## src/hdl/frebw_pkg.sv

```systemverilog
/*
  Shared constants for the flash row erase / block write sequencer:
  register indices, control bit positions, unlock bytes and timing.
  Assumes an 8-bit register port from the core and a 250 MHz mclk.
*/
package frebw_pkg;
    // Register indices on the core-side port
    localparam logic [2:0] REG_ADDR_LOW  = 3'h0;
    localparam logic [2:0] REG_ADDR_HIGH = 3'h1;
    localparam logic [2:0] REG_DATA_LOW  = 3'h2;
    localparam logic [2:0] REG_DATA_HIGH = 3'h3;
    localparam logic [2:0] REG_CONTROL   = 3'h4;
    localparam logic [2:0] REG_UNLOCK    = 3'h5;
    // Bit positions inside mem_control
    localparam int CTL_WR         = 1;
    localparam int CTL_WRITE_EN   = 2;
    localparam int CTL_FREE       = 4;
    localparam int CTL_LATCH_ONLY = 5;
    localparam int CTL_CFG_SEL    = 6;
    localparam int CTL_PGMS       = 7;
    // Unlock bytes, in the order they must arrive
    localparam logic [7:0] UNLOCK_FIRST  = 8'h55;
    localparam logic [7:0] UNLOCK_SECOND = 8'hAA;
    // Array geometry
    localparam int         WORD_W      = 14;
    localparam int         HIGH_W      = 6;
    localparam int         ADDR_W      = 8 + HIGH_W;
    localparam int         LATCH_COUNT = 16;
    localparam logic [13:0] LATCH_RESET = 14'h3FFF;
    localparam logic [7:0] RESET_BYTE  = 8'h00;
    // Write protection limits: everything below the limit is locked
    localparam logic [13:0] WP_QUARTER_TOP = 14'h0200;
    localparam logic [13:0] WP_HALF_TOP    = 14'h0400;
    // Timing
    localparam int MCLK_PERIOD_NS = 4;
    localparam int OP_TIME_MS     = 2;
    localparam int OP_CYCLES_DEF  = (OP_TIME_MS * 1000000 + MCLK_PERIOD_NS - 1) / MCLK_PERIOD_NS;
    localparam int CYCLES_PER_INSTR = 1;
    localparam int SETUP_INSTR      = 2;
    localparam int SETUP_CYCLES     = SETUP_INSTR * CYCLES_PER_INSTR;
endpackage

```

## src/hdl/frebw_if.sv

```systemverilog
/*
  Link between the core-side end and the flash sequencer.
  Assumes both ends share mclk; the core end is the only master.
*/
`timescale 1ns/1ps
interface frebw_if;
    logic       wr_stb;      // One-cycle register write
    logic       rd_stb;      // One-cycle register read
    logic [2:0] reg_addr;    // Register index
    logic [7:0] wdata;       // Write data
    logic [7:0] rdata;       // Read data, cycle after rd_stb
    logic       core_stall;  // Core halted while flash is busy

    modport core
    (
        output wr_stb, rd_stb, reg_addr, wdata,
        input  rdata, core_stall
    );
    modport dev
    (
        input  wr_stb, rd_stb, reg_addr, wdata,
        output rdata, core_stall
    );
endinterface

```

## src/hdl/frebw_device.sv

```systemverilog
/*
  Flash self-programming sequencer: address, data and control
  registers, unlock checker, sixteen write latches, row erase and
  block program with core stall.
  Assumes the flash macro accepts one-cycle erase/program pulses with
  address and block data held steady until op_busy falls.
*/
// The register addresses and the address-and-strobe port are this design's own decisions.
// How it works
// - Erase only whole rows, addressed by registers.
// - Software sets up select bits before unlocking.
// - 55h then AAh, then write-start begins.
// - Write-start bit stays set until erase ends.
// - Two setup cycles before the core stalls.
// - Software places two no-ops after write-start.
// - Erase stalls core 2 ms, clocks keep running.
// - Core resumes at third instruction afterward.
// - Programming never erases anything by itself.
// - Sixteen latches, aligned block, no crossing.
// - Latches preset to 3FFFh after programming.
// - Latch-only set: load one latch only.
// - Latch-only clear: load last, program block.
// - Whole latch block is always programmed.
// - Latch loads never stall the core.
// - Program stalls core 2 ms, final word only.
// - Software increments address between latch loads.
// - No interrupt inside the unlock sequence.
// - Each latch holds one 14-bit data word.
// - Write-start refused unless write-enable set.
// - Protected segments are never erased or programmed.
`timescale 1ns/1ps
module frebw_device
    import frebw_pkg::*;
#(
    parameter int OP_CYCLES = OP_CYCLES_DEF, // Stall length of erase/program
    parameter int LATCHES   = LATCH_COUNT    // Write latches per block
)
(
    input  wire logic                      mclk,          // Core clock
    input  wire logic                      rst_b,         // Sync reset, active low
    frebw_if.dev                           bus,           // Core register link
    input  wire logic [1:0]                write_protect_field, // Protection setting
    output logic                           flash_erase,   // Row erase pulse
    output logic                           flash_program, // Block program pulse
    output logic [ADDR_W-1:0]              flash_addr,    // Row/block base address
    output logic [LATCHES*WORD_W-1:0]      flash_block,   // Latch contents, entry 0 low
    output logic                           op_busy        // Flash operation running
);
    localparam int IDX_W = $clog2(LATCHES);
    localparam int CNT_W = $clog2(OP_CYCLES + 1);

    typedef enum logic [1:0] {UL_IDLE = 2'b00, UL_GOT1 = 2'b01, UL_ARMED = 2'b10} frebw_ul_t;
    typedef enum logic [1:0] {SQ_IDLE = 2'b00, SQ_SETUP = 2'b01, SQ_STALL = 2'b10} frebw_sq_t;
    typedef enum logic [1:0] {OP_LATCH = 2'b00, OP_PROG = 2'b01, OP_ERASE = 2'b10} frebw_op_t;

    frebw_ul_t          unlock_q;
    frebw_sq_t          seq_q;
    frebw_op_t          op_q;
    logic [7:0]         addr_low_q;
    logic [HIGH_W-1:0]  addr_high_q;
    logic [7:0]         data_low_q;
    logic [HIGH_W-1:0]  data_high_q;
    logic               cfg_sel_q;
    logic               pgms_q;
    logic               free_q;
    logic               latch_only_q;
    logic               write_en_q;
    logic               wr_q;
    logic [1:0]         setup_q;
    logic [CNT_W-1:0]   busy_q;
    logic [7:0]         rdata_q;
    logic [WORD_W-1:0]  latch_q [LATCHES];
    logic [ADDR_W-1:0]  addr_full;
    logic               any_acc;
    logic               ul_wr;
    logic               ctl_wr;
    logic               wp_hit;
    logic               start_ok;
    logic               prog_done;

    assign addr_full = {addr_high_q, addr_low_q};
    assign any_acc   = bus.wr_stb || bus.rd_stb;
    assign ul_wr     = bus.wr_stb && bus.reg_addr == REG_UNLOCK;
    assign ctl_wr    = bus.wr_stb && bus.reg_addr == REG_CONTROL;

    // Protection check; 2'b11 leaves the whole array open
    always_comb
    begin
        unique case (write_protect_field)
            2'b11:   wp_hit = 1'b0;
            2'b10:   wp_hit = addr_full < WP_QUARTER_TOP;
            2'b01:   wp_hit = addr_full < WP_HALF_TOP;
            2'b00:   wp_hit = 1'b1;
        endcase
    end

    // Start needs the armed unlock, write-enable, program space, no lock
    assign start_ok = ctl_wr && bus.wdata[CTL_WR] && unlock_q == UL_ARMED
                      && write_en_q
                      && !cfg_sel_q && pgms_q && !wp_hit
                      && seq_q == SQ_IDLE;
    assign prog_done = seq_q == SQ_STALL && busy_q == '0 && op_q == OP_PROG;

    // Unlock tracker: any other access in between disarms it
    always_ff @(posedge mclk)
    begin
        if (!rst_b)
            unlock_q <= UL_IDLE;
        else if (any_acc)
        begin
            if (ul_wr && bus.wdata == UNLOCK_FIRST)
                unlock_q <= UL_GOT1;
            else if (ul_wr && bus.wdata == UNLOCK_SECOND && unlock_q == UL_GOT1)
                unlock_q <= UL_ARMED;
            else
                unlock_q <= UL_IDLE;
        end
    end

    // Address and data register pairs
    always_ff @(posedge mclk)
    begin
        if (!rst_b)
        begin
            addr_low_q  <= RESET_BYTE;
            addr_high_q <= '0;
            data_low_q  <= RESET_BYTE;
            data_high_q <= '0;
        end
        else if (bus.wr_stb)
        begin
            if (bus.reg_addr == REG_ADDR_LOW)
                addr_low_q <= bus.wdata;
            if (bus.reg_addr == REG_ADDR_HIGH)
                addr_high_q <= bus.wdata[HIGH_W-1:0];
            if (bus.reg_addr == REG_DATA_LOW)
                data_low_q <= bus.wdata;
            if (bus.reg_addr == REG_DATA_HIGH)
                data_high_q <= bus.wdata[HIGH_W-1:0];
        end
    end

    // Software control bits; write-enable is never cleared by hardware
    always_ff @(posedge mclk)
    begin
        if (!rst_b)
        begin
            cfg_sel_q    <= 1'b0;
            pgms_q       <= 1'b0;
            free_q       <= 1'b0;
            latch_only_q <= 1'b0;
            write_en_q   <= 1'b0;
        end
        else if (ctl_wr)
        begin
            cfg_sel_q    <= bus.wdata[CTL_CFG_SEL];
            pgms_q       <= bus.wdata[CTL_PGMS];
            free_q       <= bus.wdata[CTL_FREE];
            latch_only_q <= bus.wdata[CTL_LATCH_ONLY];
            write_en_q   <= bus.wdata[CTL_WRITE_EN];
        end
    end

    // Sequencer: setup slots, then stall for erase or program
    always_ff @(posedge mclk)
    begin
        if (!rst_b)
        begin
            seq_q   <= SQ_IDLE;
            op_q    <= OP_LATCH;
            wr_q    <= 1'b0;
            setup_q <= 2'd0;
            busy_q  <= '0;
        end
        else
        begin
            unique case (seq_q)
                SQ_IDLE:
                begin
                    if (start_ok)
                    begin
                        seq_q   <= SQ_SETUP;
                        wr_q    <= 1'b1;
                        setup_q <= 2'(SETUP_CYCLES - 1);
                        if (free_q)
                            op_q <= OP_ERASE;
                        else if (latch_only_q)
                            op_q <= OP_LATCH;
                        else
                            op_q <= OP_PROG;
                    end
                end
                SQ_SETUP:
                begin
                    if (setup_q != 2'd0)
                        setup_q <= setup_q - 2'd1;
                    else if (op_q == OP_LATCH)
                    begin
                        seq_q <= SQ_IDLE;
                        wr_q  <= 1'b0;
                    end
                    else
                    begin
                        seq_q  <= SQ_STALL;
                        busy_q <= CNT_W'(OP_CYCLES - 1);
                    end
                end
                SQ_STALL:
                begin
                    if (busy_q != '0)
                        busy_q <= busy_q - 1'b1;
                    else
                    begin
                        seq_q <= SQ_IDLE;
                        wr_q  <= 1'b0;
                    end
                end
                default:
                    seq_q <= SQ_IDLE;
            endcase
        end
    end

    // Only the stall phase halts the core; clocks keep running
    assign bus.core_stall = seq_q == SQ_STALL;
    assign op_busy        = seq_q != SQ_IDLE;

    // Flash pulses fire as the stall begins; program never implies erase
    always_ff @(posedge mclk)
    begin
        if (!rst_b)
        begin
            flash_erase   <= 1'b0;
            flash_program <= 1'b0;
            flash_addr    <= '0;
        end
        else
        begin
            flash_erase   <= seq_q == SQ_SETUP && setup_q == 2'd0 && op_q == OP_ERASE;
            flash_program <= seq_q == SQ_SETUP && setup_q == 2'd0 && op_q == OP_PROG;
            if (start_ok)
                flash_addr <= {addr_full[ADDR_W-1:IDX_W], IDX_W'(0)};
        end
    end

    // Write latches: load on start, preset after a block program
    for (genvar i = 0; i < LATCHES; i++)
    begin : g_latch
        always_ff @(posedge mclk)
        begin
            if (!rst_b)
                latch_q[i] <= LATCH_RESET;
            else if (prog_done)
                latch_q[i] <= LATCH_RESET;
            else if (start_ok && !free_q && addr_low_q[IDX_W-1:0] == IDX_W'(i))
                latch_q[i] <= {data_high_q, data_low_q};
        end
        // The whole block goes out, loaded or not
        assign flash_block[i*WORD_W +: WORD_W] = latch_q[i];
    end

    // Read port: data one cycle after the strobe, unmapped reads zero
    always_ff @(posedge mclk)
    begin
        if (!rst_b)
            rdata_q <= RESET_BYTE;
        else if (bus.rd_stb)
        begin
            unique case (bus.reg_addr)
                REG_ADDR_LOW:  rdata_q <= addr_low_q;
                REG_ADDR_HIGH: rdata_q <= {2'b00, addr_high_q};
                REG_DATA_LOW:  rdata_q <= data_low_q;
                REG_DATA_HIGH: rdata_q <= {2'b00, data_high_q};
                REG_CONTROL:   rdata_q <= {pgms_q, cfg_sel_q, latch_only_q, free_q, 1'b0,
                                           write_en_q, wr_q, 1'b0};
                default:       rdata_q <= RESET_BYTE;
            endcase
        end
    end
    assign bus.rdata = rdata_q;
endmodule

```

## src/flat_wrapper.sv

```systemverilog
// flat-port wrapper written by rule: the top's interface ports become plain ports
module frebw_device_flat import frebw_pkg::*;
#(
    parameter int OP_CYCLES = OP_CYCLES_DEF,                                 
    parameter int LATCHES   = LATCH_COUNT                              
)
  (mclk, rst_b, write_protect_field, flash_erase, flash_program, flash_addr, flash_block, op_busy, bus_wr_stb, bus_rd_stb, bus_reg_addr, bus_wdata, bus_rdata, bus_core_stall);
  frebw_if bus_i ();
  input  wire logic mclk;
  input  wire logic rst_b;
  input  wire logic [1:0] write_protect_field;
  output logic flash_erase;
  output logic flash_program;
  output logic [ADDR_W-1:0] flash_addr;
  output logic [LATCHES*WORD_W-1:0] flash_block;
  output logic op_busy;
  input wire logic [$bits(bus_i.wr_stb)-1:0] bus_wr_stb;
  input wire logic [$bits(bus_i.rd_stb)-1:0] bus_rd_stb;
  input wire logic [$bits(bus_i.reg_addr)-1:0] bus_reg_addr;
  input wire logic [$bits(bus_i.wdata)-1:0] bus_wdata;
  output wire logic [$bits(bus_i.rdata)-1:0] bus_rdata;
  output wire logic [$bits(bus_i.core_stall)-1:0] bus_core_stall;
  assign bus_i.wr_stb = bus_wr_stb;
  assign bus_i.rd_stb = bus_rd_stb;
  assign bus_i.reg_addr = bus_reg_addr;
  assign bus_i.wdata = bus_wdata;
  assign bus_rdata = bus_i.rdata;
  assign bus_core_stall = bus_i.core_stall;
  frebw_device #(.OP_CYCLES(OP_CYCLES), .LATCHES(LATCHES)) u_core (.mclk(mclk), .rst_b(rst_b), .bus(bus_i), .write_protect_field(write_protect_field), .flash_erase(flash_erase), .flash_program(flash_program), .flash_addr(flash_addr), .flash_block(flash_block), .op_busy(op_busy));
endmodule
```

## config.mk

```make
export PLATFORM = sky130hd
export DESIGN_NAME = frebw_device_flat
export DESIGN_NICKNAME = d
export VERILOG_FILES = /design/src/hdl/frebw_pkg.sv /design/src/hdl/frebw_if.sv /design/src/hdl/frebw_device.sv /design/src/flat_wrapper.sv
export SDC_FILE = /design/constraint.sdc
export NUM_CORES = 1
export LEC_CHECK = 0
export BUFFER_PORTS_ARGS = -buffer_cell sky130_fd_sc_hd__buf_2
export CAP_MARGIN = 20
export CORE_MARGIN = 8
export CORE_UTILIZATION = 50
export CTS_CLUSTER_SIZE = 25
export DETAILED_ROUTE_END_ITERATION = 16
export PLACE_DENSITY = 0.74
export SYNTH_ARGS = -nofsm -noshare
export SYNTH_HDL_FRONTEND = slang
export SYNTH_SLANG_ARGS = --single-unit
```

## constraint.sdc

```tcl
create_clock -name mclk -period 4.15 [get_ports mclk]
set_clock_uncertainty 0.05 [all_clocks]
set_input_delay 0.6225 -clock mclk [delete_from_list [all_inputs] [get_ports mclk]]
set_output_delay 0.6225 -clock mclk [all_outputs]
set_load 0.005 [all_outputs]
```

==> results.json, run 1 <==
{
  "cts_setup_buffers": 0,
  "setup-tns-final_ns": 0,
  "grtUsageMet1": 0.275,
  "critical_path_class": "reg -> reg",
  "ctsHoldBuffers": 0,
  "max_freq_ghz": 0.276,
  "ios": 267,
  "synth_ff_type": "edfxtp_1",
  "seqCellArea_um2": 8350,
  "port_buffers": 262,
  "busiest_layer": "met2",
  "seq_area_frac_synth": 0.669,
  "n_antenna_cell": 0,
  "drcViolationCount": 0,
  "htree_levels": 1,
  "viasPerCell": 5.62,
  "async_flop_share": 0,
  "worstPathRequired_ns": 4.37,
  "slew_violations": 0,
  "avgRoutedWirePerCell_um": 21.7,
  "die_x_um": 174,
  "n_fill_cell": 1995,
  "setup_viol": 0,
  "synth_cell_type_count": 62,
  "cts_resized": 0,
  "p_leak_nw": 4.25,
  "cp_cell_sequence": "inv_1 > ha_1 > inv_1 > or3_1 > o31a_1 > nand3_2 > or3_1",
  "cts.sinks": 305,
  "cts_made_buffers": 30,
  "cts_tree": "built",
  "path_clk_slew_ns": 0.06,
  "multiInputGateArea_um2": 3570,
  "crit_path_max_incr_delay_ns": 0.79,
  "gr-usage-met3": 0.0579,
  "ir_worst_vdd_v": 0.000273,
  "seqPwrFrac": 0.531,
  "grt_pass1_vias": 8515,
  "grt_use_total": 0.216,
  "min_period_over_period": 0.873,
  "num-nets-final": 1247,
  "coreArea_um2": 24800,
  "drt_iter0_markers": 816,
  "min_path_type": "in -> reg",
  "p_switching_w": 0.00126,
  "max-slew-margin-rel": 0.226,
  "cp-end-kind": "flip-flop",
  "yosysTopAreaCell": "edfxtp_1",
  "antenna_found_initial": 0,
  "finalHoldViolations": 0,
  "cp-start-kind": "flip-flop",
  "final_cell_mix": "buf_2, or3_1, edfxtp_1, dfxtp_1, nand2_1",
  "worstPathArrival_ns": 3.84,
  "power.density_nw_per_um2": 416,
  "period_needed_ns": 3.62,
  "critical_path.top_delay_family": "simple AND/OR/NAND/NOR gates",
  "synth-seq-cells": 305,
  "drt_wl_total_mm": 34.2,
  "cts_max_path_buffers": 3,
  "grt_pass1_wl_mm": 51.5,
  "tightestPinTransition_ns": 1.16,
  "dp_hpwl_mm": 22.3,
  "synth_edf_count": 224,
  "final_common_cell": "buf_2",
  "max_cap_violations": 0,
  "pwr-share-clk": 0.443,
  "p_sw_frac": 0.202,
  "overflow": 0,
  "firstDrtPassIters": 5,
  "crit_slowest_cell": "nand3_2",
  "die_area_um2": 30300,
  "ant_nets": 0,
  "cp_max_fo": 56,
  "timing.final.ws_setup_ns": 0.527,
  "initial_core_util": 0.503,
  "place.gp.congestion": 0.855,
  "met2_usage": 0.355,
  "syn2layout_area_growth_pct": 19.5,
  "grt_max_degree": 61,
  "synth_area_leaders": "edfxtp_1, dfxtp_1, or3_1",
  "drive_gt1_frac": 0.280,
  "die_h_um": 174,
  "num_rows": 58,
  "rsz0062_at_grt": "false",
  "path_buf_inv": 2,
  "yosysTopAreaCellShare": 0.539,
  "syn_inst": 998,
  "power_frac_comb": 0.026,
  "internal_power_w": 0.00494,
  "netlist_area_um2": 12500,
  "synth_area_per_cell_um2": 12.5,
  "cts-root-buf": "clkbuf_16",
  "yosysWarnings": 0,
  "vias": 8867,
  "clock_latency_ns": 0.55,
  "run_status": "completed",
  "dpl_worst_slack_ns": 0.536
}
-- worst min-delay path: stages --
cell     delay (ns)
buf_2          0.14
nand2_1        0.06
a21oi_1        0.05
-- final cells by class --
| cell class | count | share of cell area |
|---|---|---|
| Sequential cell | 305 | 0.559 |
| Timing Repair Buffer | 288 | 0.102 |
| Clock buffer | 41 | 0.0553 |
| Tap cell | 330 | 0.0277 |
| Clock inverter | 14 | 0.0124 |
| Multi-Input combinational cell | 584 | 0.239 |
| Inverter | 15 | 0.00377 |
-- stage by stage --
stage | power [W] | util | hold WS, ns | instances | instance area, um^2
floorplan | 0.00345 | - | 0.396 | 1001 | 12500
global placement | 0.00352 | 0.559 | 0.385 | 1521 | 13900
detailed placement | 0.00352 | 0.559 | 0.396 | 1521 | 13900
CTS | 0.00623 | 0.600 | 0.296 | 1576 | 14900
global route | 0.00637 | 0.601 | 0.298 | 1577 | 14900
finish | 0.00620 | 0.601 | 0.324 | 1577 | 14900
-- state kept, by name, summed over array words and instances (netlist names), 2 cells and up --
signal / flops
u_core.busy_q: 19
u_core.bus.rdata: 8
u_core.addr_high_q: 6
u_core.flash_addr: 10
u_core.seq_q: 2
u_core.op_q: 2
u_core.latch_q: 224
u_core.data_high_q: 6
u_core.data_low_q: 8
u_core.addr_low_q: 8
u_core.setup_q: 2
u_core.unlock_q: 2
-- cell usage after synthesis (4+ instances only) --
cell      count
ha_1          6
nand2_1      77
inv_1        15
o211ai_1      6
o31ai_1       4
a21oi_1      57
a31oi_1       6
o21ai_0      30
dfxtp_1      81
and2_1        4
nand2b_1      6
buf_2        13
nor2b_1       6
nand3_1       9
nand4_1       4
or4_1        10
clkbuf_1     59
edfxtp_1    224
or3_1       230
buf_6        16
mux2i_1      20
xor2_1        5
nor3_1        4
buf_4         6
nor2_1       44
-- kinds of logic after synthesis --
group                      Yosys count  share of synthesized area
AOI/OAI and AO/OA                  124                     0.0600
xor gates and xnor gates             8                    0.00561
adders and majority gates            6                    0.00601
buffers and inverters              112                     0.0464
DFF                                305                      0.669
muxes                               23                     0.0215
other                                1                   0.000300
and+or+nand+nor                    419                      0.191
-- layer usage --
| metal | share of wire | up-vias |
|---|---|---|
| li1 | - | 4123 |
| met1 | 0.41 | 4267 |
| met2 | 0.48 | 408 |
| met3 | 0.089 | 69 |
| met4 | 0.029 | 0 |
| met5 | 0 | - |
-- final timing paths --
kind,start,to,slack (ns),cells past startpoint
worst max-delay path,u_core.seq_q[0],u_core.latch_q[15][1],0.53,7
worst min register to register,u_core.flash_addr[5],u_core.flash_addr[5],0.40,2
worst max register to register,u_core.seq_q[0],u_core.latch_q[15][1],0.53,7
worst min-delay path,bus_wdata[7],u_core.addr_low_q[7],0.32,3
-- power by group through the flow --
| stage | sequential [W] | clock (W) | combinational [W] |
|---|---|---|---|
| floorplan | 0.00334 | 0 | 0.000113 |
| global placement | 0.00336 | 0 | 0.000157 |
| detailed placement | 0.00336 | 0 | 0.000158 |
| CTS | 0.00329 | 0.00278 | 0.000159 |
| global route | 0.00329 | 0.00290 | 0.000176 |
| finish | 0.00329 | 0.00275 | 0.000159 |
Power figures use the tool's default switching activity.
==> run 2: changes to the inputs <==
--- a/config.mk
+++ b/config.mk
@@ -8,10 +8,10 @@
 export BUFFER_PORTS_ARGS = -buffer_cell sky130_fd_sc_hd__buf_2
 export CAP_MARGIN = 20
 export CORE_MARGIN = 8
-export CORE_UTILIZATION = 50
+export CORE_UTILIZATION = 49
 export CTS_CLUSTER_SIZE = 25
 export DETAILED_ROUTE_END_ITERATION = 16
-export PLACE_DENSITY = 0.74
+export PLACE_DENSITY = 0.76
 export SYNTH_ARGS = -nofsm -noshare
 export SYNTH_HDL_FRONTEND = slang
 export SYNTH_SLANG_ARGS = --single-unit
==> constraint.sdc (replaced) <==
create_clock -name mclk -period 3.1 [get_ports mclk]
set_clock_uncertainty 0.05 [all_clocks]
set_input_delay 0.465 -clock mclk [delete_from_list [all_inputs] [get_ports mclk]]
set_output_delay 0.465 -clock mclk [all_outputs]
set_load 0.005 [all_outputs]
==> run 2 against run 1 <==
Final area up 0.72%. Combinational power up 44%. Non-clock buffer count up 17. Total power up 30%. Global-route usage down 0.14 points. First-iteration DRC count down 8.8%. Sequential power up 34%. Utilization down 0.27 points. Critical path depth up 3. Routed wire length up 0.98%. Sequential share of layout area down 0.40 points. Largest power group unchanged.
==> results.json, run 2 (synthesis gave the netlist of run 1 again) <==
{
  "design_area_um2": 15000,
  "p_leak_nw": 4.32,
  "finalHoldViolations": 0,
  "p_switching_w": 0.00171,
  "num_rows": 58,
  "htree_levels": 1,
  "pwr-share-clk": 0.425,
  "final_common_cell": "buf_2",
  "setup-tns-final_ns": 0,
  "critical_path_class": "reg -> reg",
  "power_frac_comb": 0.028,
  "grt_use_total": 0.214,
  "ios": 267,
  "grt_pass1_wl_mm": 51.7,
  "slew_violations": 0,
  "cts.sinks": 305,
  "cp-end-kind": "flip-flop",
  "vias": 8889,
  "max_freq_ghz": 0.346,
  "grt_pass1_vias": 8746,
  "viasPerCell": 5.57,
  "ir_worst_vdd_v": 0.000362,
  "place.gp.congestion": 0.863,
  "reg.largest.list": "u_core.latch_q: 224 flops, u_core.busy_q: 19 flops, u_core.flash_addr: 10 flops",
  "die_x_um": 176,
  "port_buffers": 262,
  "p_sw_frac": 0.212,
  "clock_latency_ns": 0.55,
  "drt_wl_total_mm": 34.5,
  "seqPwrFrac": 0.546,
  "holdWs_ns": 0.187,
  "max_cap_violations": 0,
  "min_path_type": "in -> reg",
  "initial_core_util": 0.497,
  "placed_area_um2": 14100,
  "die_area_um2": 30800,
  "n_antenna_cell": 0,
  "dp_hpwl_mm": 22.5,
  "rsz0062_at_grt": "false",
  "run_status": "completed",
  "cts_setup_buffers": 0,
  "syn2layout_area_growth_pct": 20.4,
  "period_needed_ns": 2.89,
  "drt_iter0_markers": 744,
  "drcViolationCount": 0,
  "internal_power_w": 0.00636,
  "setup_viol": 0,
  "worstPathRequired_ns": 3.34,
  "ant_nets": 0,
  "worstPathArrival_ns": 3.13,
  "avgRoutedWirePerCell_um": 21.6,
  "antenna_found_initial": 1,
  "power.density_nw_per_um2": 537,
  "cp_max_fo": 54,
  "largest_reg_flops": 224,
  "die_h_um": 176,
  "overflow": 0,
  "ctsHoldBuffers": 0,
  "cts_max_path_buffers": 3,
  "grt_max_degree": 61,
  "path_clk_slew_ns": 0.06,
  "cts_resized": 0,
  "cts_made_buffers": 31,
  "num-nets-final": 1265,
  "regMostFlops": "u_core.latch_q",
  "coreArea_um2": 25100,
  "final_util": 0.599,
  "cts_tree": "built",
  "tightestPinTransition_ns": 1.14,
  "cp-start-kind": "flip-flop",
  "max-slew-margin-rel": 0.237,
  "drive_gt1_frac": 0.290,
  "final_cell_mix": "buf_2, or3_1, edfxtp_1, dfxtp_1, nand2_1",
  "min_period_over_period": 0.934,
  "firstDrtPassIters": 5,
  "cts-root-buf": "clkbuf_16"
}
run 2: cell count changes in the layout (fill, tap and decap cells not counted), moves of 3 or more:
| cell | before | now |
|---|---|---|
| clkinvlp_2 | 0 | 3 |
| clkinv_2 | 2 | 6 |
| buf_12 | 0 | 4 |
| bufinv_16 | 4 | 1 |
| clkbuf_8 | 3 | 0 |
| buf_4 | 25 | 38 |
run 2: through the flow:
stage	worst slack, ns	std cells	power, W
2_1_floorplan	-0.250	1001	0.00462
3_3_place_gp	0.136	1538	0.00472
3_5_place_dp	0.0724	1538	0.00472
4_1_cts	0.214	1596	0.00813
5_1_grt	0.0627	1597	0.00830
6_report	0.206	1597	0.00807
run 2: worst max-delay path, cell delays in order, from the launching register on:
cell      delay [ns]
dfxtp_1         0.38
inv_1           0.06
ha_1            0.21
nor4b_1         0.15
buf_4           0.15
nand4b_1        0.12
o31a_1          0.53
buf_4           0.27
nand3_2         0.13
buf_12          0.23
or3_1           0.33
run 2: final timing paths:
check	start	endpoint	slack, ns	cells past startpoint
worst max-delay path	u_core.busy_q[0]	u_core.latch_q[14][9]	0.21	10
worst min register to register	u_core.flash_addr[11]	u_core.flash_addr[11]	0.41	2
worst max register to register	u_core.busy_q[0]	u_core.latch_q[14][9]	0.21	10
worst min-delay path	bus_wdata[6]	u_core.addr_low_q[6]	0.19	3
run 2: layout make-up:
class                      instances  area (um^2)
clock buffer                      37          798
clock inverter                    21          140
fill                            2015        10100
inverter                          15         56.3
multi-input combinational        584         3570
sequential                       305         8350
tap                              330          413
timing repair buffer             305         1700
run 2: power by group through the flow:
stage / clock, W / combinational (W) / sequential [W]
after floorplan: 0 / 0.000152 / 0.00447
after global placement: 0 / 0.000220 / 0.00450
after detailed placement: 0 / 0.000224 / 0.00450
after CTS: 0.00349 / 0.000226 / 0.00441
after global routing: 0.00364 / 0.000249 / 0.00441
final: 0.00343 / 0.000229 / 0.00441
run 2: routing by layer:
layer	GRT usage	wire (um)	vias up
li1	-	-	4152
met1	0.275	13900	4258
met2	0.360	16700	418
met3	0.0421	3030	61
met4	0.0678	839	0
met5	0	0	-
==> run 3: changes to the inputs <==
--- a/config.mk
+++ b/config.mk
@@ -8,10 +8,11 @@
 export BUFFER_PORTS_ARGS = -buffer_cell sky130_fd_sc_hd__buf_2
 export CAP_MARGIN = 20
 export CORE_MARGIN = 8
-export CORE_UTILIZATION = 49
+export CORE_UTILIZATION = 50
+export CTS_CLUSTER_DIAMETER = 200
 export CTS_CLUSTER_SIZE = 25
 export DETAILED_ROUTE_END_ITERATION = 16
-export PLACE_DENSITY = 0.76
+export PLACE_DENSITY = 0.74
 export SYNTH_ARGS = -nofsm -noshare
 export SYNTH_HDL_FRONTEND = slang
 export SYNTH_SLANG_ARGS = --single-unit
==> constraint.sdc (replaced) <==
create_clock -name mclk -period 3 [get_ports mclk]
set_clock_uncertainty 0.05 [all_clocks]
set_input_delay 0.45 -clock mclk [delete_from_list [all_inputs] [get_ports mclk]]
set_output_delay 0.45 -clock mclk [all_outputs]
set_load 0.005 [all_outputs]
==> run 3 against run 2 <==
Clock-buffer cell count fell by 10. Sequential share of layout area rose by 2.0 points. Hold slack gained 0.0096 ns. Sequential cell count stayed put. Total power decreased by 11%. Routed wire length is 2.3% lower. Die area is 1.8% lower.
==> results.json, run 3 (synthesis gave the netlist of run 1 again) <==
{
  "max_cap_violations": 0,
  "timing.rr.end": "u_core.latch_q[5][12]",
  "die_x_um": 174,
  "hold_depth": 3,
  "drcViolationCount": 0,
  "cts.sinks": 305,
  "worstPathArrival_ns": 2.94,
  "p_leak_nw": 4.06,
  "final_cell_count_no_fill": 1563,
  "initial_core_util": 0.503,
  "antenna_found_initial": 2,
  "critical_path_class": "reg -> reg",
  "ios": 267,
  "syn2layout_area_growth_pct": 16.3,
  "final_cell_mix": "buf_2, or3_1, edfxtp_1, dfxtp_1, nand2_1",
  "min_path_type": "in -> reg",
  "power.density_nw_per_um2": 493,
  "dp_hpwl_mm": 22.2,
  "run_status": "completed",
  "cts_setup_buffers": 0,
  "firstDrtPassIters": 5,
  "num-nets-final": 1245,
  "post-place-cells": 1534,
  "largest_reg_flops": 224,
  "holdWs_ns": 0.196,
  "path_clk_slew_ns": 0.10,
  "grt_use_total": 0.212,
  "crit_end": "u_core.latch_q[5][12]",
  "cts_max_path_buffers": 3,
  "grt_pass1_vias": 8390,
  "tightestPinTransition_ns": 1.14,
  "final_common_cell": "buf_2",
  "min_period_over_period": 0.918,
  "n_fill_cell": 2052,
  "design_area_um2": 14500,
  "place.gp.congestion": 0.860,
  "rsz0062_at_grt": "false",
  "r2r_cells": 10,
  "grt_max_degree": 61,
  "cp_max_fo": 56,
  "worstPathRequired_ns": 3.19,
  "timing.rr.start": "u_core.busy_q[0]",
  "vias": 8755,
  "cts_resized": 0,
  "max_freq_ghz": 0.363,
  "ctsHoldBuffers": 0,
  "clock_latency_ns": 0.49,
  "avgRoutedWirePerCell_um": 21.6,
  "overflow": 0,
  "final_util": 0.585,
  "port_buffers": 262,
  "drt_wl_total_mm": 33.7,
  "startpoint": "u_core.busy_q[0]",
  "period_needed_ns": 2.75,
  "cts-root-buf": "clkbuf_16",
  "ir_worst_vdd_v": 0.000363,
  "coreArea_um2": 24800,
  "viasPerCell": 5.60,
  "r2r_slack_ns": 0.25,
  "setup_viol": 0,
  "htree_levels": 1,
  "drt_iter0_markers": 919,
  "cts_made_buffers": 16,
  "ant_nets": 0,
  "regMostFlops": "u_core.latch_q",
  "reg.largest.list": "u_core.latch_q: 224 flops, u_core.busy_q: 19 flops, u_core.flash_addr: 10 flops",
  "cp-end-kind": "flip-flop",
  "grt_pass1_wl_mm": 50.7,
  "num_rows": 58,
  "cp-start-kind": "flip-flop",
  "placed_area_um2": 14000,
  "drive_gt1_frac": 0.271,
  "die_area_um2": 30300,
  "slew_violations": 0,
  "cts_tree": "built",
  "die_h_um": 174,
  "finalHoldViolations": 0,
  "max-slew-margin-rel": 0.236
}
-- run 3: changes by cell type in the layout (fill, tap and decap cells not counted), moves of 2 or more --
cell,before,now
buf_4,38,34
inv_6,2,0
clkinv_1,6,0
clkbuf_1,6,10
clkbuf_16,31,17
clkinv_2,6,0
clkinv_4,2,0
clkinvlp_2,3,0
-- run 3: worst min-delay path by stage --
stage | start | end | slack (ns)
floorplan | u_core.addr_high_q[0] | u_core.flash_addr[8] | 0.40
global placement | u_core.flash_addr[13] | u_core.flash_addr[13] | 0.39
detailed placement | u_core.flash_addr[13] | u_core.flash_addr[13] | 0.39
CTS | bus_wdata[7] | u_core.pgms_q | 0.18
global route | bus_wdata[7] | u_core.data_low_q[7] | 0.20
finish | bus_wdata[7] | u_core.pgms_q | 0.20
-- run 3: layout make-up --
class | count | area (um^2) | share of cell area
clock buffer | 27 | 463 | 0.0319
antenna | 1 | 2.50 | 0.000172
sequential | 305 | 8350 | 0.575
tap | 330 | 413 | 0.0284
timing repair buffer | 300 | 1650 | 0.113
multi-input combinational | 584 | 3570 | 0.246
inverter | 15 | 56.3 | 0.00388
clock inverter | 1 | 20.0 | 0.00138
-- run 3: stage by stage --
step	setup WS (ns)	TNS [ns]	total power [W]
finish	0.246	0	0.00716
global route	0.0814	0	0.00733
CTS	0.248	0	0.00718
detailed placement	0.215	0	0.00487
global placement	0.226	0	0.00487
floorplan	-0.335	-73.97	0.00478
-- run 3: worst max-delay path, stage by stage (launching register included) --
cell,delay (ns)
dfxtp_1,0.40
inv_1,0.06
ha_1,0.20
nor4b_1,0.15
buf_4,0.15
nand4b_1,0.11
o31a_1,0.47
buf_4,0.26
nand3b_2,0.11
buf_12,0.19
or3_1,0.32
-- run 3: layer usage --
| layer | part of all wire | up-vias | GRT usage |
|---|---|---|---|
| met5 | 0.00036 | - | 0 |
| li1 | - | 4094 | - |
| met3 | 0.081 | 49 | 0.0469 |
| met1 | 0.42 | 4231 | 0.277 |
| met4 | 0.021 | 2 | 0.0520 |
| met2 | 0.48 | 379 | 0.356 |
-- run 3: where the power goes --
group          switching, W  internal, W
clock network       0.00130      0.00109
registers         0.0000376      0.00451
logic              0.000165    0.0000652
